===== src/uir_regs.svh =====
// Register map, field positions, reset values and timing counts
// Assumes a word-addressed Avalon-MM slave port of three address bits
`ifndef UIR_REGS_SVH
`define UIR_REGS_SVH
// Word indices; byte address is four times the index
`define UIR_MODE_IDX 3'h0
`define UIR_STA_IDX 3'h1
`define UIR_TXD_IDX 3'h2
`define UIR_RXD_IDX 3'h3
`define UIR_BRG_IDX 3'h4
// Mode register fields
`define UIR_M_ON 15
`define UIR_M_INFRARED_ENABLE_BIT 12
`define UIR_M_UEN_HI 9
`define UIR_M_UEN_LO 8
`define UIR_M_LPBK 6
`define UIR_M_HIGH_SPEED_BAUD_SELECT 3
`define UIR_M_PD_HI 2
`define UIR_M_PD_LO 1
`define UIR_M_STSEL 0
`define UIR_MODE_RST 16'h0000
// Status and control register fields
`define UIR_S_TXIS_HI 15
`define UIR_S_TXIS_LO 14
`define UIR_S_RXIS_HI 13
`define UIR_S_RXIS_LO 12
`define UIR_S_BRK 11
`define UIR_S_TXEN 10
`define UIR_S_ADDEN 5
`define UIR_S_OVERRUN_FLAG 1
`define UIR_STA_RST 16'h0000
`define UIR_BRG_RST 16'h0000
// Parity and data selections
`define UIR_PD_8N 2'h0
`define UIR_PD_8E 2'h1
`define UIR_PD_8O 2'h2
`define UIR_PD_9N 2'h3
// Pin enable field codes
`define UIR_UEN_RTS 2'h1
`define UIR_UEN_FLOW 2'h2
`define UIR_UEN_BCLK 2'h3
// Interrupt select codes
`define UIR_TXI_LOAD 2'h0
`define UIR_TXI_DONE 2'h1
`define UIR_TXI_EMPTY 2'h2
`define UIR_RXI_FILL3 2'h2
`define UIR_RXI_FULL 2'h3
// Sub-bit tick counts, minus one
`define UIR_TICKS_STD 4'hF
`define UIR_TICKS_HS 4'h3
`define UIR_HALF_STD 4'h7
`define UIR_HALF_HS 4'h1
// Infrared pulse width in ticks, break length in bit times minus one
`define UIR_IR_PULSE 4'h3
`define UIR_BRK_BITS 4'hC
`define UIR_TXI_DELAY 2'h2
`endif


===== src/uir_pkg.sv =====
// Types shared by the serial transceiver
// Assumes the register header is included where numbers are needed
package uir_pkg;
  typedef enum logic [5:0] {
    UIR_TX_IDLE = 6'h01,
    UIR_TX_START = 6'h02,
    UIR_TX_DATA = 6'h04,
    UIR_TX_PAR = 6'h08,
    UIR_TX_STOP = 6'h10,
    UIR_TX_BRK = 6'h20
  } uir_tx_state_type;
  typedef enum logic [4:0] {
    UIR_RX_IDLE = 5'h01,
    UIR_RX_START = 5'h02,
    UIR_RX_DATA = 5'h04,
    UIR_RX_PAR = 5'h08,
    UIR_RX_STOP = 5'h10
  } uir_rx_state_type;
endpackage


===== src/uir_uart.sv =====
// Serial transceiver with infrared codec, 4-deep FIFOs, Avalon-MM slave
// Assumes one clock; serial pins come from outside and are synchronised
//
// Decided for this implementation: the register offsets and register access over Avalon-MM.
`timescale 1ns/1ps
`include "uir_regs.svh"
module uir_uart #(
  parameter int DEPTH_LOG2 = 2
) (
  // Clock and reset
  input wire logic clk_i,
  input wire logic arst_n_i,
  // Avalon-MM slave
  input wire logic [2:0] avs_address_i,
  input wire logic avs_read_i,
  input wire logic avs_write_i,
  input wire logic [31:0] avs_writedata_i,
  input wire logic [3:0] avs_byteenable_i,
  output logic [31:0] avs_readdata_o,
  output logic avs_waitrequest_o,
  // Serial pins
  input wire logic serial_rx_pin_i,
  input wire logic clear_to_send_in_n_i,
  output logic serial_tx_pin_o,
  output logic request_to_send_out_n_o,
  // Event pulses
  output logic tx_int_o,
  output logic rx_int_o
);
  import uir_pkg::*;
  localparam int DEPTH = 1 << DEPTH_LOG2;
  localparam int CW = DEPTH_LOG2 + 1;

  ////////////////////////////////////////////////////////////////////////////
  // Registers and bus handshake
  logic [15:0] mode, sta_ctl, brg;
  logic wait_q, overrun_flag, txen_d1;
  wire req = avs_read_i | avs_write_i;
  wire acc = req & ~wait_q;
  wire wr_acc = acc & avs_write_i;
  wire rd_acc = acc & avs_read_i;
  function automatic logic hit(input logic [2:0] a, input logic [2:0] idx);
    hit = (a == idx);
  endfunction
  // Decoded fields
  wire on = mode[`UIR_M_ON];
  wire high_speed_baud_select = mode[`UIR_M_HIGH_SPEED_BAUD_SELECT];
  wire ir_on = mode[`UIR_M_INFRARED_ENABLE_BIT] & ~high_speed_baud_select;
  wire lpbk = mode[`UIR_M_LPBK];
  wire [1:0] pdsel = mode[`UIR_M_PD_HI:`UIR_M_PD_LO];
  wire [1:0] uen = mode[`UIR_M_UEN_HI:`UIR_M_UEN_LO];
  wire nine = (pdsel == `UIR_PD_9N);
  wire txen = sta_ctl[`UIR_S_TXEN];
  wire txbrk = sta_ctl[`UIR_S_BRK];
  wire [1:0] txis = sta_ctl[`UIR_S_TXIS_HI:`UIR_S_TXIS_LO];
  wire [1:0] rxis = sta_ctl[`UIR_S_RXIS_HI:`UIR_S_RXIS_LO];
  wire txen_rise = wr_acc & hit(avs_address_i, `UIR_STA_IDX) & ~txen
                   & avs_writedata_i[`UIR_S_TXEN];
  wire [3:0] tlast = high_speed_baud_select ? `UIR_TICKS_HS : `UIR_TICKS_STD;
  wire [3:0] thalf = high_speed_baud_select ? `UIR_HALF_HS : `UIR_HALF_STD;
  logic brk_done, ovf;

  // Wait state: one cycle of waitrequest per access
  always_ff @(posedge clk_i or negedge arst_n_i) begin
    if (!arst_n_i) begin
      wait_q <= 1'b1;
    end else begin
      wait_q <= ~(req & wait_q);
    end
  end

  // Control registers written by software
  always_ff @(posedge clk_i or negedge arst_n_i) begin
    if (!arst_n_i) begin
      mode <= `UIR_MODE_RST;
      sta_ctl <= `UIR_STA_RST;
      brg <= `UIR_BRG_RST;
    end else begin
      if (wr_acc && hit(avs_address_i, `UIR_MODE_IDX)) begin
        mode <= avs_writedata_i[15:0];
      end
      if (wr_acc && hit(avs_address_i, `UIR_BRG_IDX)) begin
        brg <= avs_writedata_i[15:0];
      end
      if (wr_acc && hit(avs_address_i, `UIR_STA_IDX)) begin
        sta_ctl <= avs_writedata_i[15:0];
      end else if (brk_done) begin
        sta_ctl[`UIR_S_BRK] <= 1'b0;
      end
    end
  end

  // Overrun flag: set wins over software clear
  wire overrun_flag_clr = wr_acc & hit(avs_address_i, `UIR_STA_IDX) & ~avs_writedata_i[`UIR_S_OVERRUN_FLAG];
  always_ff @(posedge clk_i or negedge arst_n_i) begin
    if (!arst_n_i) begin
      overrun_flag <= 1'b0;
    end else if (ovf) begin
      overrun_flag <= 1'b1;
    end else if (overrun_flag_clr) begin
      overrun_flag <= 1'b0;
    end
  end

  ////////////////////////////////////////////////////////////////////////////
  // Baud generator, cleared on enable or transmit enable
  logic [15:0] bcnt;
  logic bclk;
  wire tick = (bcnt == brg);
  always_ff @(posedge clk_i or negedge arst_n_i) begin
    if (!arst_n_i) begin
      bcnt <= 16'h0000;
      bclk <= 1'b0;
    end else begin
      bcnt <= (!on || txen_rise || tick) ? 16'h0000 : bcnt + 16'h0001;
      bclk <= on && (bcnt <= (brg >> 1));
    end
  end

  ////////////////////////////////////////////////////////////////////////////
  // Transmit FIFO
  logic [8:0] tx_mem [DEPTH];
  logic [DEPTH_LOG2-1:0] tx_wp, tx_rp;
  logic [CW-1:0] tx_cnt;
  logic tx_pop;
  wire tx_full = (tx_cnt == CW'(DEPTH));
  wire tx_empty = (tx_cnt == '0);
  wire txd_wr = wr_acc & hit(avs_address_i, `UIR_TXD_IDX) & avs_byteenable_i[0];
  wire tx_push = txd_wr & ~tx_full;
  // Ninth bit only taken from a write that enables byte lane 1
  wire [8:0] tx_wdata = {nine & avs_byteenable_i[1] & avs_writedata_i[8],
                         avs_writedata_i[7:0]};
  always_ff @(posedge clk_i or negedge arst_n_i) begin
    if (!arst_n_i) begin
      tx_wp <= '0;
      tx_rp <= '0;
      tx_cnt <= '0;
    end else begin
      tx_wp <= tx_wp + DEPTH_LOG2'(tx_push);
      tx_rp <= tx_rp + DEPTH_LOG2'(tx_pop);
      tx_cnt <= tx_cnt + CW'(tx_push) - CW'(tx_pop);
    end
  end
  always_ff @(posedge clk_i) begin
    if (tx_push) begin
      tx_mem[tx_wp] <= tx_wdata;
    end
  end

  ////////////////////////////////////////////////////////////////////////////
  // Transmitter
  uir_tx_state_type tx_st;
  logic [8:0] tx_sh;
  logic [3:0] tx_sub, tx_bit;
  logic tx_par, tx_stop2, tx_done;
  logic cts_s1, cts_s2;
  wire cts_ok = (uen != `UIR_UEN_FLOW) | ~cts_s2;
  wire tx_bend = tick & (tx_sub == tlast);
  wire [3:0] tx_nbits = nine ? 4'h9 : 4'h8;
  wire [8:0] tx_head = tx_mem[tx_rp];
  wire head_par = ^tx_head[7:0] ^ (pdsel == `UIR_PD_8O);
  wire par_on = (pdsel == `UIR_PD_8E) | (pdsel == `UIR_PD_8O);
  assign tx_pop = (tx_st == UIR_TX_IDLE) & on & txen & ~tx_empty & cts_ok;
  assign brk_done = (tx_st == UIR_TX_BRK) & tx_bend & (tx_bit == `UIR_BRK_BITS);
  // Line level for the current state
  logic tx_line;
  always_comb begin
    case (tx_st)
      UIR_TX_START: tx_line = 1'b0;
      UIR_TX_DATA: tx_line = tx_sh[0];
      UIR_TX_PAR: tx_line = tx_par;
      UIR_TX_BRK: tx_line = 1'b0;
      default: tx_line = 1'b1;
    endcase
  end

  // Clear-to-send synchroniser
  always_ff @(posedge clk_i or negedge arst_n_i) begin
    if (!arst_n_i) begin
      cts_s1 <= 1'b1;
      cts_s2 <= 1'b1;
    end else begin
      cts_s1 <= clear_to_send_in_n_i;
      cts_s2 <= cts_s1;
    end
  end

  // Transmit state machine
  always_ff @(posedge clk_i or negedge arst_n_i) begin
    if (!arst_n_i) begin
      tx_st <= UIR_TX_IDLE;
      tx_sh <= 9'h000;
      tx_sub <= 4'h0;
      tx_bit <= 4'h0;
      tx_par <= 1'b0;
      tx_stop2 <= 1'b0;
      tx_done <= 1'b0;
    end else begin
      tx_done <= 1'b0;
      tx_sub <= (tick && tx_st != UIR_TX_IDLE) ? ((tx_sub == tlast) ? 4'h0 : tx_sub + 4'h1)
                : tx_sub;
      case (tx_st)
        UIR_TX_IDLE: begin
          tx_sub <= 4'h0;
          tx_bit <= 4'h0;
          if (tx_pop) begin
            tx_sh <= tx_head;
            tx_par <= head_par;
            tx_st <= txbrk ? UIR_TX_BRK : UIR_TX_START;
          end
        end
        UIR_TX_START: begin
          if (tx_bend) begin
            tx_st <= UIR_TX_DATA;
          end
        end
        UIR_TX_DATA: begin
          if (tx_bend) begin
            tx_sh <= {1'b0, tx_sh[8:1]};
            tx_bit <= tx_bit + 4'h1;
            if (tx_bit == tx_nbits - 4'h1) begin
              tx_st <= par_on ? UIR_TX_PAR : UIR_TX_STOP;
            end
          end
        end
        UIR_TX_PAR: begin
          if (tx_bend) begin
            tx_st <= UIR_TX_STOP;
          end
        end
        UIR_TX_BRK: begin
          if (tx_bend) begin
            tx_bit <= tx_bit + 4'h1;
            if (brk_done) begin
              tx_st <= UIR_TX_STOP;
            end
          end
        end
        UIR_TX_STOP: begin
          if (tx_bend) begin
            tx_stop2 <= ~tx_stop2 & mode[`UIR_M_STSEL];
            if (tx_stop2 || !mode[`UIR_M_STSEL]) begin
              tx_st <= UIR_TX_IDLE;
              tx_done <= 1'b1;
            end
          end
        end
        default: tx_st <= UIR_TX_IDLE;
      endcase
    end
  end

  ////////////////////////////////////////////////////////////////////////////
  // Receive front end: synchroniser, infrared decoder, loopback
  logic rx_s1, rx_s2, tx_q;
  logic [3:0] ir_hold;
  wire ir_bit = (ir_hold == 4'h0);
  wire rx_in = lpbk ? tx_q : (ir_on ? ir_bit : rx_s2);
  always_ff @(posedge clk_i or negedge arst_n_i) begin
    if (!arst_n_i) begin
      rx_s1 <= 1'b1;
      rx_s2 <= 1'b1;
      tx_q <= 1'b1;
      ir_hold <= 4'h0;
    end else begin
      rx_s1 <= serial_rx_pin_i;
      rx_s2 <= rx_s1;
      tx_q <= tx_line;
      // A low pulse from the detector holds a zero for one bit time
      if (!rx_s2) begin
        ir_hold <= `UIR_TICKS_STD;
      end else if (tick && ir_hold != 4'h0) begin
        ir_hold <= ir_hold - 4'h1;
      end
    end
  end

  ////////////////////////////////////////////////////////////////////////////
  // Receive FIFO: data, parity error, framing error
  logic [10:0] rx_mem [DEPTH];
  logic [DEPTH_LOG2-1:0] rx_wp, rx_rp;
  logic [CW-1:0] rx_cnt;
  logic rx_push;
  logic [10:0] rx_wdata;
  wire rx_full = (rx_cnt == CW'(DEPTH));
  wire rx_empty = (rx_cnt == '0);
  wire rx_pop = rd_acc & hit(avs_address_i, `UIR_RXD_IDX) & ~rx_empty;
  wire [10:0] rx_head = rx_mem[rx_rp];
  always_ff @(posedge clk_i or negedge arst_n_i) begin
    if (!arst_n_i) begin
      rx_wp <= '0;
      rx_rp <= '0;
      rx_cnt <= '0;
    end else begin
      rx_wp <= rx_wp + DEPTH_LOG2'(rx_push);
      rx_rp <= rx_rp + DEPTH_LOG2'(rx_pop);
      rx_cnt <= rx_cnt + CW'(rx_push) - CW'(rx_pop);
    end
  end
  always_ff @(posedge clk_i) begin
    if (rx_push) begin
      rx_mem[rx_wp] <= rx_wdata;
    end
  end

  ////////////////////////////////////////////////////////////////////////////
  // Receiver: start check at half bit, then sample mid-bit
  uir_rx_state_type rx_st;
  logic [8:0] rx_sh;
  logic [3:0] rx_sub, rx_bit;
  logic rx_parity_error_flag, rx_done, rx_lowstop;
  wire rx_samp = tick & (rx_sub == tlast);
  wire [8:0] rx_data = nine ? rx_sh : {1'b0, rx_sh[8:1]};
  wire rx_keep = ~(nine & sta_ctl[`UIR_S_ADDEN]) | rx_sh[8];
  assign rx_wdata = {rx_parity_error_flag, ~rx_in, rx_data};
  assign rx_push = rx_done & rx_keep & ~rx_full;
  assign ovf = rx_done & rx_keep & rx_full;
  always_ff @(posedge clk_i or negedge arst_n_i) begin
    if (!arst_n_i) begin
      rx_st <= UIR_RX_IDLE;
      rx_sh <= 9'h000;
      rx_sub <= 4'h0;
      rx_bit <= 4'h0;
      rx_parity_error_flag <= 1'b0;
      rx_lowstop <= 1'b0;
    end else begin
      rx_sub <= tick ? ((rx_sub == tlast) ? 4'h0 : rx_sub + 4'h1) : rx_sub;
      case (rx_st)
        UIR_RX_IDLE: begin
          rx_sub <= 4'h0;
          rx_bit <= 4'h0;
          rx_parity_error_flag <= 1'b0;
          // A low stop bit must see the line high before a new start
          rx_lowstop <= rx_lowstop & ~rx_in;
          if (on && !rx_in && !rx_lowstop) begin
            rx_st <= UIR_RX_START;
          end
        end
        UIR_RX_START: begin
          if (tick && rx_sub == thalf) begin
            rx_sub <= 4'h0;
            rx_st <= rx_in ? UIR_RX_IDLE : UIR_RX_DATA;
          end
        end
        UIR_RX_DATA: begin
          if (rx_samp) begin
            rx_sh <= {rx_in, rx_sh[8:1]};
            rx_bit <= rx_bit + 4'h1;
            if (rx_bit == tx_nbits - 4'h1) begin
              rx_st <= par_on ? UIR_RX_PAR : UIR_RX_STOP;
            end
          end
        end
        UIR_RX_PAR: begin
          if (rx_samp) begin
            rx_parity_error_flag <= rx_in ^ ^rx_sh[8:1] ^ (pdsel == `UIR_PD_8O);
            rx_st <= UIR_RX_STOP;
          end
        end
        UIR_RX_STOP: begin
          if (rx_samp) begin
            rx_lowstop <= ~rx_in;
            rx_st <= UIR_RX_IDLE;
          end
        end
        default: rx_st <= UIR_RX_IDLE;
      endcase
    end
  end
  assign rx_done = (rx_st == UIR_RX_STOP) & rx_samp;

  ////////////////////////////////////////////////////////////////////////////
  // Interrupt pulses and transmit enable delay
  wire tx_ev = (txis == `UIR_TXI_LOAD) ? tx_pop :
               (txis == `UIR_TXI_DONE) ? (tx_done & tx_empty) :
               (txis == `UIR_TXI_EMPTY) ? (tx_pop & (tx_cnt == CW'(1))) : 1'b0;
  wire rx_ev = (rxis == `UIR_RXI_FULL) ? (rx_push & (rx_cnt == CW'(DEPTH - 1))) :
               (rxis == `UIR_RXI_FILL3) ? (rx_push & (rx_cnt == CW'(DEPTH - 2))) :
               rx_push;
  always_ff @(posedge clk_i or negedge arst_n_i) begin
    if (!arst_n_i) begin
      txen_d1 <= 1'b0;
      tx_int_o <= 1'b0;
      rx_int_o <= 1'b0;
    end else begin
      txen_d1 <= txen_rise & on;
      tx_int_o <= txen_d1 | tx_ev;
      rx_int_o <= rx_ev;
    end
  end

  ////////////////////////////////////////////////////////////////////////////
  // Pin drivers
  wire ir_pulse = ~tx_line & (tx_sub < `UIR_IR_PULSE);
  wire rts_lvl = (uen == `UIR_UEN_BCLK) ? ~bclk : rx_full;
  always_ff @(posedge clk_i or negedge arst_n_i) begin
    if (!arst_n_i) begin
      serial_tx_pin_o <= 1'b1;
      request_to_send_out_n_o <= 1'b1;
    end else begin
      serial_tx_pin_o <= ir_on ? (on & ir_pulse) : (~on | tx_line);
      // Field 11 drives the tick clock (16x at standard speed, 4x at high speed), 01 and 10 ready while space remains
      request_to_send_out_n_o <= (uen == 2'h0) | ~on | rts_lvl;
    end
  end

  ////////////////////////////////////////////////////////////////////////////
  // Read mux, captured at the first edge of an access
  wire [15:0] sta_rd = {sta_ctl[15:10], tx_full, tx_empty & (tx_st == UIR_TX_IDLE),
                        2'h0, sta_ctl[`UIR_S_ADDEN], rx_st == UIR_RX_IDLE,
                        rx_head[10] & ~rx_empty, rx_head[9] & ~rx_empty, overrun_flag, ~rx_empty};
  wire [15:0] rd_data = hit(avs_address_i, `UIR_MODE_IDX) ? mode :
                        hit(avs_address_i, `UIR_STA_IDX) ? sta_rd :
                        hit(avs_address_i, `UIR_RXD_IDX) ? {7'h00, rx_head[8:0]} :
                        hit(avs_address_i, `UIR_BRG_IDX) ? brg : 16'h0000;
  always_ff @(posedge clk_i or negedge arst_n_i) begin
    if (!arst_n_i) begin
      avs_readdata_o <= 32'h00000000;
    end else if (avs_read_i && wait_q) begin
      avs_readdata_o <= {16'h0000, rd_data};
    end
  end
  assign avs_waitrequest_o = wait_q;
endmodule


===== config.mk =====
export PLATFORM = sky130hd
export DESIGN_NAME = uir_uart
export DESIGN_NICKNAME = d
export VERILOG_FILES = /design/src/uir_pkg.sv /design/src/uir_uart.sv
export VERILOG_INCLUDE_DIRS = /design/src
export SDC_FILE = /design/constraint.sdc
export NUM_CORES = 1
export LEC_CHECK = 0
export BUFFER_PORTS_ARGS = -buffer_cell sky130_fd_sc_hd__buf_4
export CAP_MARGIN = 30
export CORE_MARGIN = 1
export CORE_UTILIZATION = 30
export DETAILED_ROUTE_END_ITERATION = 8
export PLACE_DENSITY = 0.57
export SLEW_MARGIN = 25
export SYNTH_ARGS = -nofsm -noshare
export SYNTH_HDL_FRONTEND = slang
export SYNTH_SLANG_ARGS = --single-unit
export TNS_END_PERCENT = 1

===== constraint.sdc =====
create_clock -name clk_i -period 4.7 [get_ports clk_i]
set_clock_uncertainty 0.2 [all_clocks]
set_input_delay 0.47 -clock clk_i [delete_from_list [all_inputs] [get_ports clk_i]]
set_output_delay 0.47 -clock clk_i [all_outputs]
set_load 0.01 [all_outputs]

==> impl_metrics.env, run 1 <==
export IMPL_port_buffers=47
export IMPL_peakVddDrop_mv=0.288
export IMPL_fillCellCount=3493
export IMPL_cp_end_kind="register"
export IMPL_vias_per_cell=4.94
export IMPL_fp_dieH_um=193
export IMPL_cp_required_ns=4.91
export IMPL_path_clk_slew_ns=0.06
export IMPL_synthArstFlopShare=0.655
export IMPL_synth_edf_count=80
export IMPL_track_usage=0.138
export IMPL_synthCells=914
export IMPL_grt_remaining_overflow=0
export IMPL_final_area_mm2=0.0129
export IMPL_crit_path_max_fanout=16
export IMPL_finalHoldViolCount=0
export IMPL_via_count=7251
export IMPL_finalSetupViolCount=0
export IMPL_min_delay_start="avs_writedata_i[5]"
export IMPL_drtAntennaViolNets=0
export IMPL_grt_busiest_layer="met2"
export IMPL_fmax_mhz=286
export IMPL_drt_wl_total_um=25800
export IMPL_ys_top_cells_by_count="dfrtp_1 (142), nand2_1 (92), edfxtp_1 (80)"
export IMPL_reg2reg_from="bcnt[11]$_DFF_PN0_"
export IMPL_grt_pass1_vias=7169
export IMPL_diodes=0
export IMPL_routedWlPerCell_um=17.5
export IMPL_grt_antenna_before_repair=0
export IMPL_slew_violations=0
export IMPL_die_x_um=193
export IMPL_worst_pin_slew_ns=0.922
export IMPL_synth_largest_area_cell="dfrtp_1"
export IMPL_clock_path_buffers=3
export IMPL_grt_max_degree=92
export IMPL_mappedNetlistArea_mm2=0.0110
export IMPL_status="finished with violations"
export IMPL_grt_pass1_wl_um=41000
export IMPL_dieArea_mm2=0.0374
export IMPL_power_density_mw_per_mm2=489
export IMPL_ys_warn_count=0
export IMPL_synth_top_area_frac=0.323
export IMPL_synth_ff_type="dfrtp_1"
export IMPL_critPathLaunchType="register"
export IMPL_leakage_nw=5.45
export IMPL_synth_cell_types=61
export IMPL_dp_hpwl_um=17900
export IMPL_grt_util_met3=0.0187
export IMPL_post_route_drc_count=6
export IMPL_synth_area_leaders="dfrtp_1 (32%), edfxtp_1 (22%), mux2_2 (5.7%), mux4_2 (4.1%), ha_1 (3.4%)"
export IMPL_start_util=0.307
export IMPL_grt_util_met1=0.196
export IMPL_drt_initial_drc_count=481
export IMPL_cts_sinks=232
export IMPL_cts_buffers=26
export IMPL_io_pins=82
export IMPL_cts_htree_levels=1
export IMPL_grt_use_met2=0.223
export IMPL_fin_setup_tns_ns=0
export IMPL_syn2layout_area_growth_pct=17.4
export IMPL_critPathArrivalTime_ns=3.71
export IMPL_yosysMostFrequentCell="dfrtp_1"
export IMPL_path_class="reg -> reg"
export IMPL_cts_tree="yes"
export IMPL_violations="DRC"
export IMPL_fin_crit_ns=3.50
export IMPL_clockRootBuffer="clkbuf_16"
export IMPL_hold_path_class="in -> reg"
export IMPL_relSlewSlack=0.384
export IMPL_max_cap_viol_count=0
export IMPL_yosysSeqAreaShare=0.566
export IMPL_synth_area_per_cell_um2=12.0
export IMPL_rrSetupSlack_ns=1.20
export IMPL_core_mm2=0.0358
export IMPL_ys_ff_latch=232
export IMPL_dr_pass1_iters=6
export IMPL_grt_setup_unrepaired="no"
export IMPL_final_nets=1065
export IMPL_placed_area_mm2=0.0118
export IMPL_clk_latency_ns=0.53
export IMPL_finalCritPeriodShare=0.745
export IMPL_gp_congestion=0.838
export IMPL_rows=69
export IMPL_drive_gt1_frac=0.194
export IMPL_startpoint="bcnt[11]$_DFF_PN0_"
layout by cell type (no fill, tap or decap), types with 9 or more instances in the layout:
| master | instances |
|---|---|
| dfrtp_1 | 142 |
| mux2_2 | 56 |
| nor3_1 | 21 |
| xor2_1 | 35 |
| mux4_2 | 20 |
| inv_1 | 44 |
| xnor2_1 | 26 |
| ha_1 | 30 |
| conb_1 | 16 |
| dlygate4sd3_1 | 17 |
| edfxtp_1 | 80 |
| clkbuf_16 | 27 |
| o21ai_0 | 51 |
| a22o_1 | 9 |
| nand3_1 | 19 |
| nor2_1 | 60 |
| dfstp_2 | 10 |
| a21oi_1 | 25 |
| nand4_1 | 10 |
| buf_4 | 59 |
| nand2_1 | 92 |
| mux2i_1 | 15 |
| nor3b_1 | 10 |
critical path, stage by stage, from the launching register on:
cell     delay [ns]
dfrtp_1        0.48
xor2_1         0.19
nor4_1         0.37
nand4_1        0.14
buf_4          0.23
or2_1          0.36
nor4b_4        0.53
xor2_1         0.14
ha_1           0.23
fa_1           0.38
xnor2_1        0.14
state kept, by name (all words and copies together) (netlist names), 5 cells and up:
name	count
mode	16
bcnt	16
tx_sh	9
rx_st	5
sta_ctl	7
brg	16
tx_mem	36
rx_mem	44
rx_sh	9
tx_st	6
avs_readdata_o	16
power breakdown:
| part | total (mW) | switching (mW) | internal, mW |
|---|---|---|---|
| clock network | 2.06 | 0.845 | 1.21 |
| registers | 2.73 | 0.355 | 2.38 |
| logic | 1.52 | 0.784 | 0.739 |
stage by stage:
step                      cells  total power [mW]  utilization  hold slack (ns)  worst slack, ns
after floorplan             929              3.78            -          -0.0256             1.21
after global placement     1403              4.25        0.331            0.146             1.26
after detailed placement   1403              4.28        0.331            0.147             1.25
after CTS                  1468              6.37        0.360          0.00230             1.21
after global routing       1469              6.64        0.360          0.00636             1.03
final                      1469              6.32        0.360           0.0193             1.20
cells by family (layout without fill, tap and decap cells):
kind of cell | after synthesis | after routing | share of synthesized area
other | 1 | 16 | 0.000341
buffers and inverters | 91 | 170 | 0.0380
muxes | 91 | 91 | 0.112
xor gates and xnor gates | 61 | 61 | 0.0486
AOI/OAI and AO/OA | 140 | 140 | 0.0795
adders and majority gates | 32 | 32 | 0.0378
and+or+nand+nor | 266 | 266 | 0.118
DFF | 232 | 232 | 0.566
per-layer routing:
| metal | share of wire | wire [um] |
|---|---|---|
| met5 | 0 | 0 |
| met4 | 0.019 | 488 |
| met3 | 0.043 | 1100 |
| met2 | 0.47 | 12200 |
| met1 | 0.47 | 12000 |
path summary, 6_finish.rpt:
check | to | cells past startpoint
min in group asynchronous | rx_sh[8]$_DFFE_PN0P_ | 2
worst max register to register | rx_cnt[2]$_DFF_PN0_ | 10
worst max-delay path | rx_cnt[2]$_DFF_PN0_ | 10
worst min register to register | rx_s2$_DFF_PN1_ | 0
max in group asynchronous | tx_st[0]$_DFFE_PN1P_ | 4
worst min-delay path | tx_mem[0][5]$_DFFE_PP_ | 1
cell type report:
type,instances,area (um^2),share of cell area
Clock buffer,28,679,0.0526
Clock inverter,20,193,0.0149
Inverter,44,165,0.0128
Multi-Input combinational cell,606,4430,0.343
Sequential cell,232,6220,0.482
Tap cell,461,577,0.0447
Timing Repair Buffer,78,652,0.0505
repair_timing:
action	4_1_cts	5_1_grt
buffers inserted	0	0
resized for setup	0	0
hold endpoints to repair	131	0
hold buffers	17	0
(Power assumes the default switching activity.)
==> run 2, diff against run 1 <==
--- a/config.mk
+++ b/config.mk
@@ -6,12 +6,13 @@
 export SDC_FILE = /design/constraint.sdc
 export NUM_CORES = 1
 export LEC_CHECK = 0
+export ABC_AREA = 1
 export BUFFER_PORTS_ARGS = -buffer_cell sky130_fd_sc_hd__buf_4
 export CAP_MARGIN = 30
 export CORE_MARGIN = 1
 export CORE_UTILIZATION = 30
 export DETAILED_ROUTE_END_ITERATION = 8
-export PLACE_DENSITY = 0.57
+export PLACE_DENSITY = 0.56
 export SLEW_MARGIN = 25
 export SYNTH_ARGS = -nofsm -noshare
 export SYNTH_HDL_FRONTEND = slang
==> constraint.sdc (replaced) <==
create_clock -name clk_i -period 3.6 [get_ports clk_i]
set_clock_uncertainty 0.2 [all_clocks]
set_input_delay 0.36 -clock clk_i [delete_from_list [all_inputs] [get_ports clk_i]]
set_output_delay 0.36 -clock clk_i [all_outputs]
set_load 0.01 [all_outputs]
==> run 2 against run 1 <==
The run now ends clean; design area is 5.7% higher; die area is 4.4% higher; synthesized cell count is 44% higher; fmax is 21% higher; critical path depth is 4 higher; power is 44% higher; via count is 22% higher; count of clock-buffer cells in the layout is 6 higher; global-route usage is 1.5 points higher.
==> impl_metrics.env, run 2 <==
export IMPL_drt_wl_total_um=29300
export IMPL_ys_warn_count=0
export IMPL_cp_end_kind="register"
export IMPL_finalHoldViolCount=0
export IMPL_port_buffers=47
export IMPL_syn2layout_area_growth_pct=18.8
export IMPL_cts_sinks=232
export IMPL_slowest_delay_ns=0.49
export IMPL_synth_cell_types=52
export IMPL_track_usage=0.153
export IMPL_start_util=0.305
export IMPL_gp_congestion=0.868
export IMPL_io_pins=82
export IMPL_rows=71
export IMPL_grt_remaining_overflow=0
export IMPL_grt_pass1_vias=8635
export IMPL_synth_edf_count=80
export IMPL_post_route_drc_count=0
export IMPL_cts_buffers=26
export IMPL_crit_path_max_fanout=7
export IMPL_crit_chain="inv_2 -> nand2_1 -> nand2_1 -> nor2_1 -> nand2_1 -> nor2_4 -> nand4_1 -> nor2_2 -> nand3_1 -> nand2_1 -> inv_1 -> ha_1 -> fa_1 -> xnor2_1"
export IMPL_die_x_um=198
export IMPL_synth_area_per_cell_um2=8.76
export IMPL_drive_gt1_frac=0.109
export IMPL_layout_cells_most_common="nand2_1"
export IMPL_peakVddDrop_mv=0.315
export IMPL_fin_setup_tns_ns=0
export IMPL_clockRootBuffer="clkbuf_16"
export IMPL_grt_antenna_before_repair=0
export IMPL_via_count=8871
export IMPL_holdBufCountCts=19
export IMPL_power_density_mw_per_mm2=664
export IMPL_max_cap_viol_count=0
export IMPL_clock_path_buffers=3
export IMPL_grt_pass1_wl_um=46700
export IMPL_dieArea_mm2=0.0391
export IMPL_mappedNetlistArea_mm2=0.0115
export IMPL_grt_max_degree=84
export IMPL_yosysMostFrequentCell="nand2_1"
export IMPL_critPathLaunchType="register"
export IMPL_largestRegisters="rx_mem (44), tx_mem (36)"
export IMPL_finalSetupViolCount=0
export IMPL_path_clk_slew_ns=0.06
export IMPL_ys_top_cells_by_count="nand2_1 (361), inv_1 (151), dfrtp_1 (142)"
export IMPL_final_nets=1474
export IMPL_finalCritPeriodShare=0.801
export IMPL_synth_area_leaders="dfrtp_1 (31%), edfxtp_1 (21%), nand2_1 (12%), o21ai_0 (5.6%), inv_1 (4.9%)"
export IMPL_ys_ff_latch=232
export IMPL_fp_dieH_um=198
export IMPL_rrSetupSlack_ns=0.72
export IMPL_critPathArrivalTime_ns=3.10
export IMPL_synthCells=1312
export IMPL_synth_top_area_frac=0.309
export IMPL_yosysSeqAreaShare=0.541
export IMPL_core_mm2=0.0377
export IMPL_dr_pass1_iters=5
export IMPL_ctsResizeCount=0
export IMPL_drt_initial_drc_count=608
export IMPL_post_cts_buffers=0
export IMPL_synth_largest_area_cell="dfrtp_1"
export IMPL_worst_pin_slew_ns=0.733
export IMPL_final_util=0.363
export IMPL_routedWlPerCell_um=15.2
export IMPL_status="completed"
export IMPL_relSlewSlack=0.511
export IMPL_cts_htree_levels=1
export IMPL_path_class="reg -> reg"
export IMPL_fin_crit_ns=2.88
export IMPL_synth_ff_type="dfrtp_1"
export IMPL_leakage_nw=6.27
export IMPL_critical_path_slowest_cell="dfrtp_1"
export IMPL_cts_tree="yes"
export IMPL_slew_violations=0
export IMPL_fillCellCount=3895
export IMPL_dp_hpwl_um=21000
export IMPL_diodes=0
export IMPL_clk_latency_ns=0.53
export IMPL_grt_setup_unrepaired="no"
export IMPL_cp_common_cell="nand2_1"
export IMPL_synthArstFlopShare=0.655
export IMPL_cp_required_ns=3.82
export IMPL_regMostFlops="rx_mem"
export IMPL_drtAntennaViolNets=0
export IMPL_hold_path_class="in -> reg"
export IMPL_vias_per_cell=4.60
export IMPL_final_cell_mix="nand2_1 (361), inv_1 (151), dfrtp_1 (142)"
export IMPL_largest_reg_flops=44
export IMPL_fmax_mhz=347
-- run 2: logic make-up (layout without fill, tap and decap cells) --
logic type,count (synthesis),count (layout),share of synthesized area
and+or+nand+nor,596,596,0.222
DFF,232,232,0.541
adders and majority gates,32,32,0.0362
AOI/OAI and AO/OA,219,219,0.107
other,1,16,0.000326
xor gates and xnor gates,25,25,0.0191
buffers and inverters,207,297,0.0748
-- run 2: layout make-up --
class,instances,area [um^2],share of cell area
Clock inverter,14,294,0.0215
Inverter,162,608,0.0445
Multi-Input combinational cell,888,4470,0.327
Timing Repair Buffer,87,724,0.0531
Clock buffer,34,702,0.0514
Sequential cell,232,6220,0.455
Tap cell,511,639,0.0468
-- run 2: path summary, 6_finish.rpt --
kind	startpoint	cells past startpoint	to
max reg2reg	bcnt[7]$_DFF_PN0_	14	rx_cnt[2]$_DFF_PN0_
max in group asynchronous	arst_n_i	3	rx_s1$_DFF_PN1_
max	bcnt[7]$_DFF_PN0_	14	rx_cnt[2]$_DFF_PN0_
min in group asynchronous	arst_n_i	2	tx_wp[1]$_DFF_PN0_
min	avs_writedata_i[14]	3	brg[14]$_DFFE_PN0P_
min reg2reg	rx_s1$_DFF_PN1_	0	rx_s2$_DFF_PN1_
-- run 2: critical path: cells and delay by family (launching register included) --
kind	cells	cell delay (ns)
xor+xnor	1	0.14
fa+ha+maj	2	0.55
buf+inv	2	0.12
flops	1	0.49
simple gates	9	1.25
-- run 2: per-layer routing --
metal / track usage / wire length [um] / vias to the layer above / part of all wire
li1: - / - / 4465 / -
met1: 0.204 / 13600 / 4194 / 0.47
met2: 0.258 / 13700 / 165 / 0.47
met3: 0.0220 / 1180 / 47 / 0.040
met4: 0.0422 / 782 / 0 / 0.027
met5: 0 / 0 / - / 0
-- run 2: power breakdown --
part	switching [mW]	leakage, nW	internal [mW]
logic	1.69	3.08	0.863
clock network	1.09	0.485	2.01
registers	0.306	2.70	3.10
-- run 2: per-stage QoR --
stage / hold WS [ns] / setup slack [ns] / power, mW / instances / cell area [um^2]
after CTS: 0.0125 / 0.747 / 9.14 / 1928 / 13700
after global placement: 0.146 / 0.771 / 5.96 / 1860 / 12500
final: 0.00569 / 0.716 / 9.06 / 1928 / 13700
after floorplan: -0.136 / 1.12 / 5.18 / 1327 / 11500
after global routing: 0.0318 / 0.559 / 9.63 / 1928 / 13700
after detailed placement: 0.149 / 0.750 / 6.00 / 1861 / 12500
==> run 3, diff against run 2 <==
--- a/config.mk
+++ b/config.mk
@@ -6,13 +6,13 @@
 export SDC_FILE = /design/constraint.sdc
 export NUM_CORES = 1
 export LEC_CHECK = 0
-export ABC_AREA = 1
+export ABC_AREA = 0
 export BUFFER_PORTS_ARGS = -buffer_cell sky130_fd_sc_hd__buf_4
 export CAP_MARGIN = 30
 export CORE_MARGIN = 1
 export CORE_UTILIZATION = 30
 export DETAILED_ROUTE_END_ITERATION = 8
-export PLACE_DENSITY = 0.56
+export PLACE_DENSITY = 0.58
 export SLEW_MARGIN = 25
 export SYNTH_ARGS = -nofsm -noshare
 export SYNTH_HDL_FRONTEND = slang
==> constraint.sdc (replaced) <==
create_clock -name clk_i -period 2.5 [get_ports clk_i]
set_clock_uncertainty 0.2 [all_clocks]
set_input_delay 0.25 -clock clk_i [delete_from_list [all_inputs] [get_ports clk_i]]
set_output_delay 0.25 -clock clk_i [all_outputs]
set_load 0.01 [all_outputs]
==> run 3 against run 2 <==
The flow now finishes with violations (DRC, setup timing); sequential share of layout area is 0.41 points lower; flip-flop and latch count is the same; largest power group unchanged; critical path type unchanged; worst hold slack improved by 0.054 ns; largest cell class unchanged; fmax is 0.27% lower; global-route usage fell by 0.70 points; clock power up 26%; first-iteration DRC count down 6.6%; core utilization rose by 2.2 points; power grew 36%; cell count shrank 19%.
==> impl_metrics.env, run 3 (synthesis results as in run 1) <==
export IMPL_dr_pass1_iters=7
export IMPL_drt_wl_total_um=27300
export IMPL_gp_congestion=0.832
export IMPL_relSlewSlack=0.589
export IMPL_fin_crit_ns=2.89
export IMPL_grt_setup_unrepaired="yes"
export IMPL_via_count=7555
export IMPL_cts_tree="yes"
export IMPL_path_class="reg -> reg"
export IMPL_fp_dieH_um=193
export IMPL_status="finished with violations"
export IMPL_largest_reg_flops=44
export IMPL_routedWlPerCell_um=17.5
export IMPL_finalHoldViolCount=0
export IMPL_cp_end_kind="register"
export IMPL_dieArea_mm2=0.0374
export IMPL_vias_per_cell=4.84
export IMPL_multi_input_area_mm2=0.00452
export IMPL_slew_violations=0
export IMPL_final_cell_mix="dfrtp_1 (141), buf_4 (132), nand2_1 (92)"
export IMPL_diodes=0
export IMPL_grt_antenna_before_repair=0
export IMPL_fmax_mhz=346
export IMPL_worst_slack_ns=-0.392
export IMPL_fillCellCount=3473
export IMPL_dp_hpwl_um=20100
export IMPL_cts_sinks=232
export IMPL_power_density_mw_per_mm2=892
export IMPL_path_clk_slew_ns=0.06
export IMPL_preCtsSetupSlack_ns=-0.491
export IMPL_finalSetupViolCount=80
export IMPL_core_mm2=0.0358
export IMPL_grt_max_degree=61
export IMPL_die_x_um=193
export IMPL_grt_pass1_vias=7538
export IMPL_dp_cells=1484
export IMPL_drt_initial_drc_count=568
export IMPL_post_cts_buffers=0
export IMPL_clockRootBuffer="clkbuf_16"
export IMPL_layout_cells_most_common="dfrtp_1"
export IMPL_grt_pass1_wl_um=43000
export IMPL_max_cap_viol_count=0
export IMPL_syn2layout_area_growth_pct=25.3
export IMPL_final_nets=1156
export IMPL_cts_buffers=27
export IMPL_clock_path_buffers=3
export IMPL_post_route_drc_count=4
export IMPL_seq_area_mm2=0.00622
export IMPL_critPathLaunchType="register"
export IMPL_crit_path_max_fanout=2
export IMPL_grt_remaining_overflow=0
export IMPL_rows=69
export IMPL_fin_cells=1561
export IMPL_io_pins=82
export IMPL_finalCritPeriodShare=1.16
export IMPL_start_util=0.307
export IMPL_finalPower_mw=12.3
export IMPL_track_usage=0.146
export IMPL_worst_pin_slew_ns=0.617
export IMPL_critPathArrivalTime_ns=3.11
export IMPL_peakVddDrop_mv=0.587
export IMPL_cts_htree_levels=1
export IMPL_leakage_nw=5.96
export IMPL_drtAntennaViolNets=0
export IMPL_hold_path_class="in -> async"
export IMPL_drive_gt1_frac=0.263
export IMPL_largestRegisters="rx_mem (44), tx_mem (36)"
export IMPL_regMostFlops="rx_mem"
export IMPL_clk_latency_ns=0.54
export IMPL_port_buffers=47
export IMPL_whs_ns=0.0602
export IMPL_cp_required_ns=2.72
export IMPL_violations="DRC, setup timing"
## run 3: cell count changes in the layout (fill, tap and decap cells not counted), moves of 46 or more
| cell | before | now |
|---|---|---|
| buf_4 | 65 | 132 |
| inv_1 | 151 | 44 |
| nand3_1 | 73 | 19 |
| nand2_1 | 361 | 92 |
| o21ai_0 | 129 | 49 |
| nor2_1 | 101 | 55 |
| mux2_2 | 0 | 56 |
## run 3: worst max-delay path, stage by stage, from the launching register on
cell and delay (ns):
dfrtp_1 0.38, xor2_1 0.18, nor4_2 0.42, nand4_1 0.25, or2_4 0.31, nor4b_4 0.25
xor2_1 0.18, ha_2 0.20, fa_2 0.42
## run 3: per-layer routing
layer	routed length [um]	up-vias	track usage	share of wire
met5	0	-	0	0
met2	12600	161	0.235	0.46
met4	655	0	0.0376	0.024
li1	-	3589	-	-
met1	12900	3766	0.206	0.47
met3	1120	39	0.0221	0.041
## run 3: what timing repair did
item / in CTS / in global routing
endpoints found under the setup margin: 86 / 91
hold buffers: 27 / 0
pin swaps: 4 / 2
gates resized for setup: 13 / 5
hold endpoints to repair: 161 / 0
## run 3: path summary, 6_finish.rpt
path,from,to,slack [ns],cells past startpoint
worst min-delay path,arst_n_i,rx_st[1]$_DFFE_PN0P_,0.06,2
max in group asynchronous,arst_n_i,request_to_send_out_n_o$_DFF_PN1_,1.29,3
worst min register to register,rx_s1$_DFF_PN1_,rx_s2$_DFF_PN1_,0.16,0
worst max register to register,brg[0]$_DFFE_PN0P_,rx_cnt[1]$_DFF_PN0_,-0.39,8
worst max-delay path,brg[0]$_DFFE_PN0P_,rx_cnt[1]$_DFF_PN0_,-0.39,8
min in group clk_i,avs_address_i[0],avs_readdata_o[9]$_DFFE_PN0P_,0.10,4
## run 3: stage by stage
| step | setup TNS, ns | utilization | cell area, um^2 |
|---|---|---|---|
| 6_report | -18.36 | 0.385 | 13800 |
| 5_1_grt | -25.76 | 0.385 | 13800 |
| 2_1_floorplan | -18.34 | - | 11100 |
| 3_3_place_gp | -24.44 | 0.351 | 12600 |
| 4_1_cts | -16.25 | 0.384 | 13800 |
| 3_5_place_dp | -24.85 | 0.351 | 12600 |
## run 3: area by class of cell
type                            instances  share of cell area
Clock buffer                           38              0.0549
Tap cell                              461              0.0419
Inverter                               44              0.0120
Timing Repair Buffer                  168               0.103
Multi-Input combinational cell        606               0.328
Clock inverter                         12             0.00881
Sequential cell                       232               0.451
## run 3: where the power goes
| part | internal (mW) | switching, mW | leakage, nW | total (mW) |
|---|---|---|---|---|
| clock network | 2.32 | 1.58 | 0.431 | 3.90 |
| registers | 4.48 | 0.539 | 2.71 | 5.02 |
| logic | 1.65 | 1.73 | 2.82 | 3.38 |
| total | 8.45 | 3.84 | 5.96 | 12.3 |
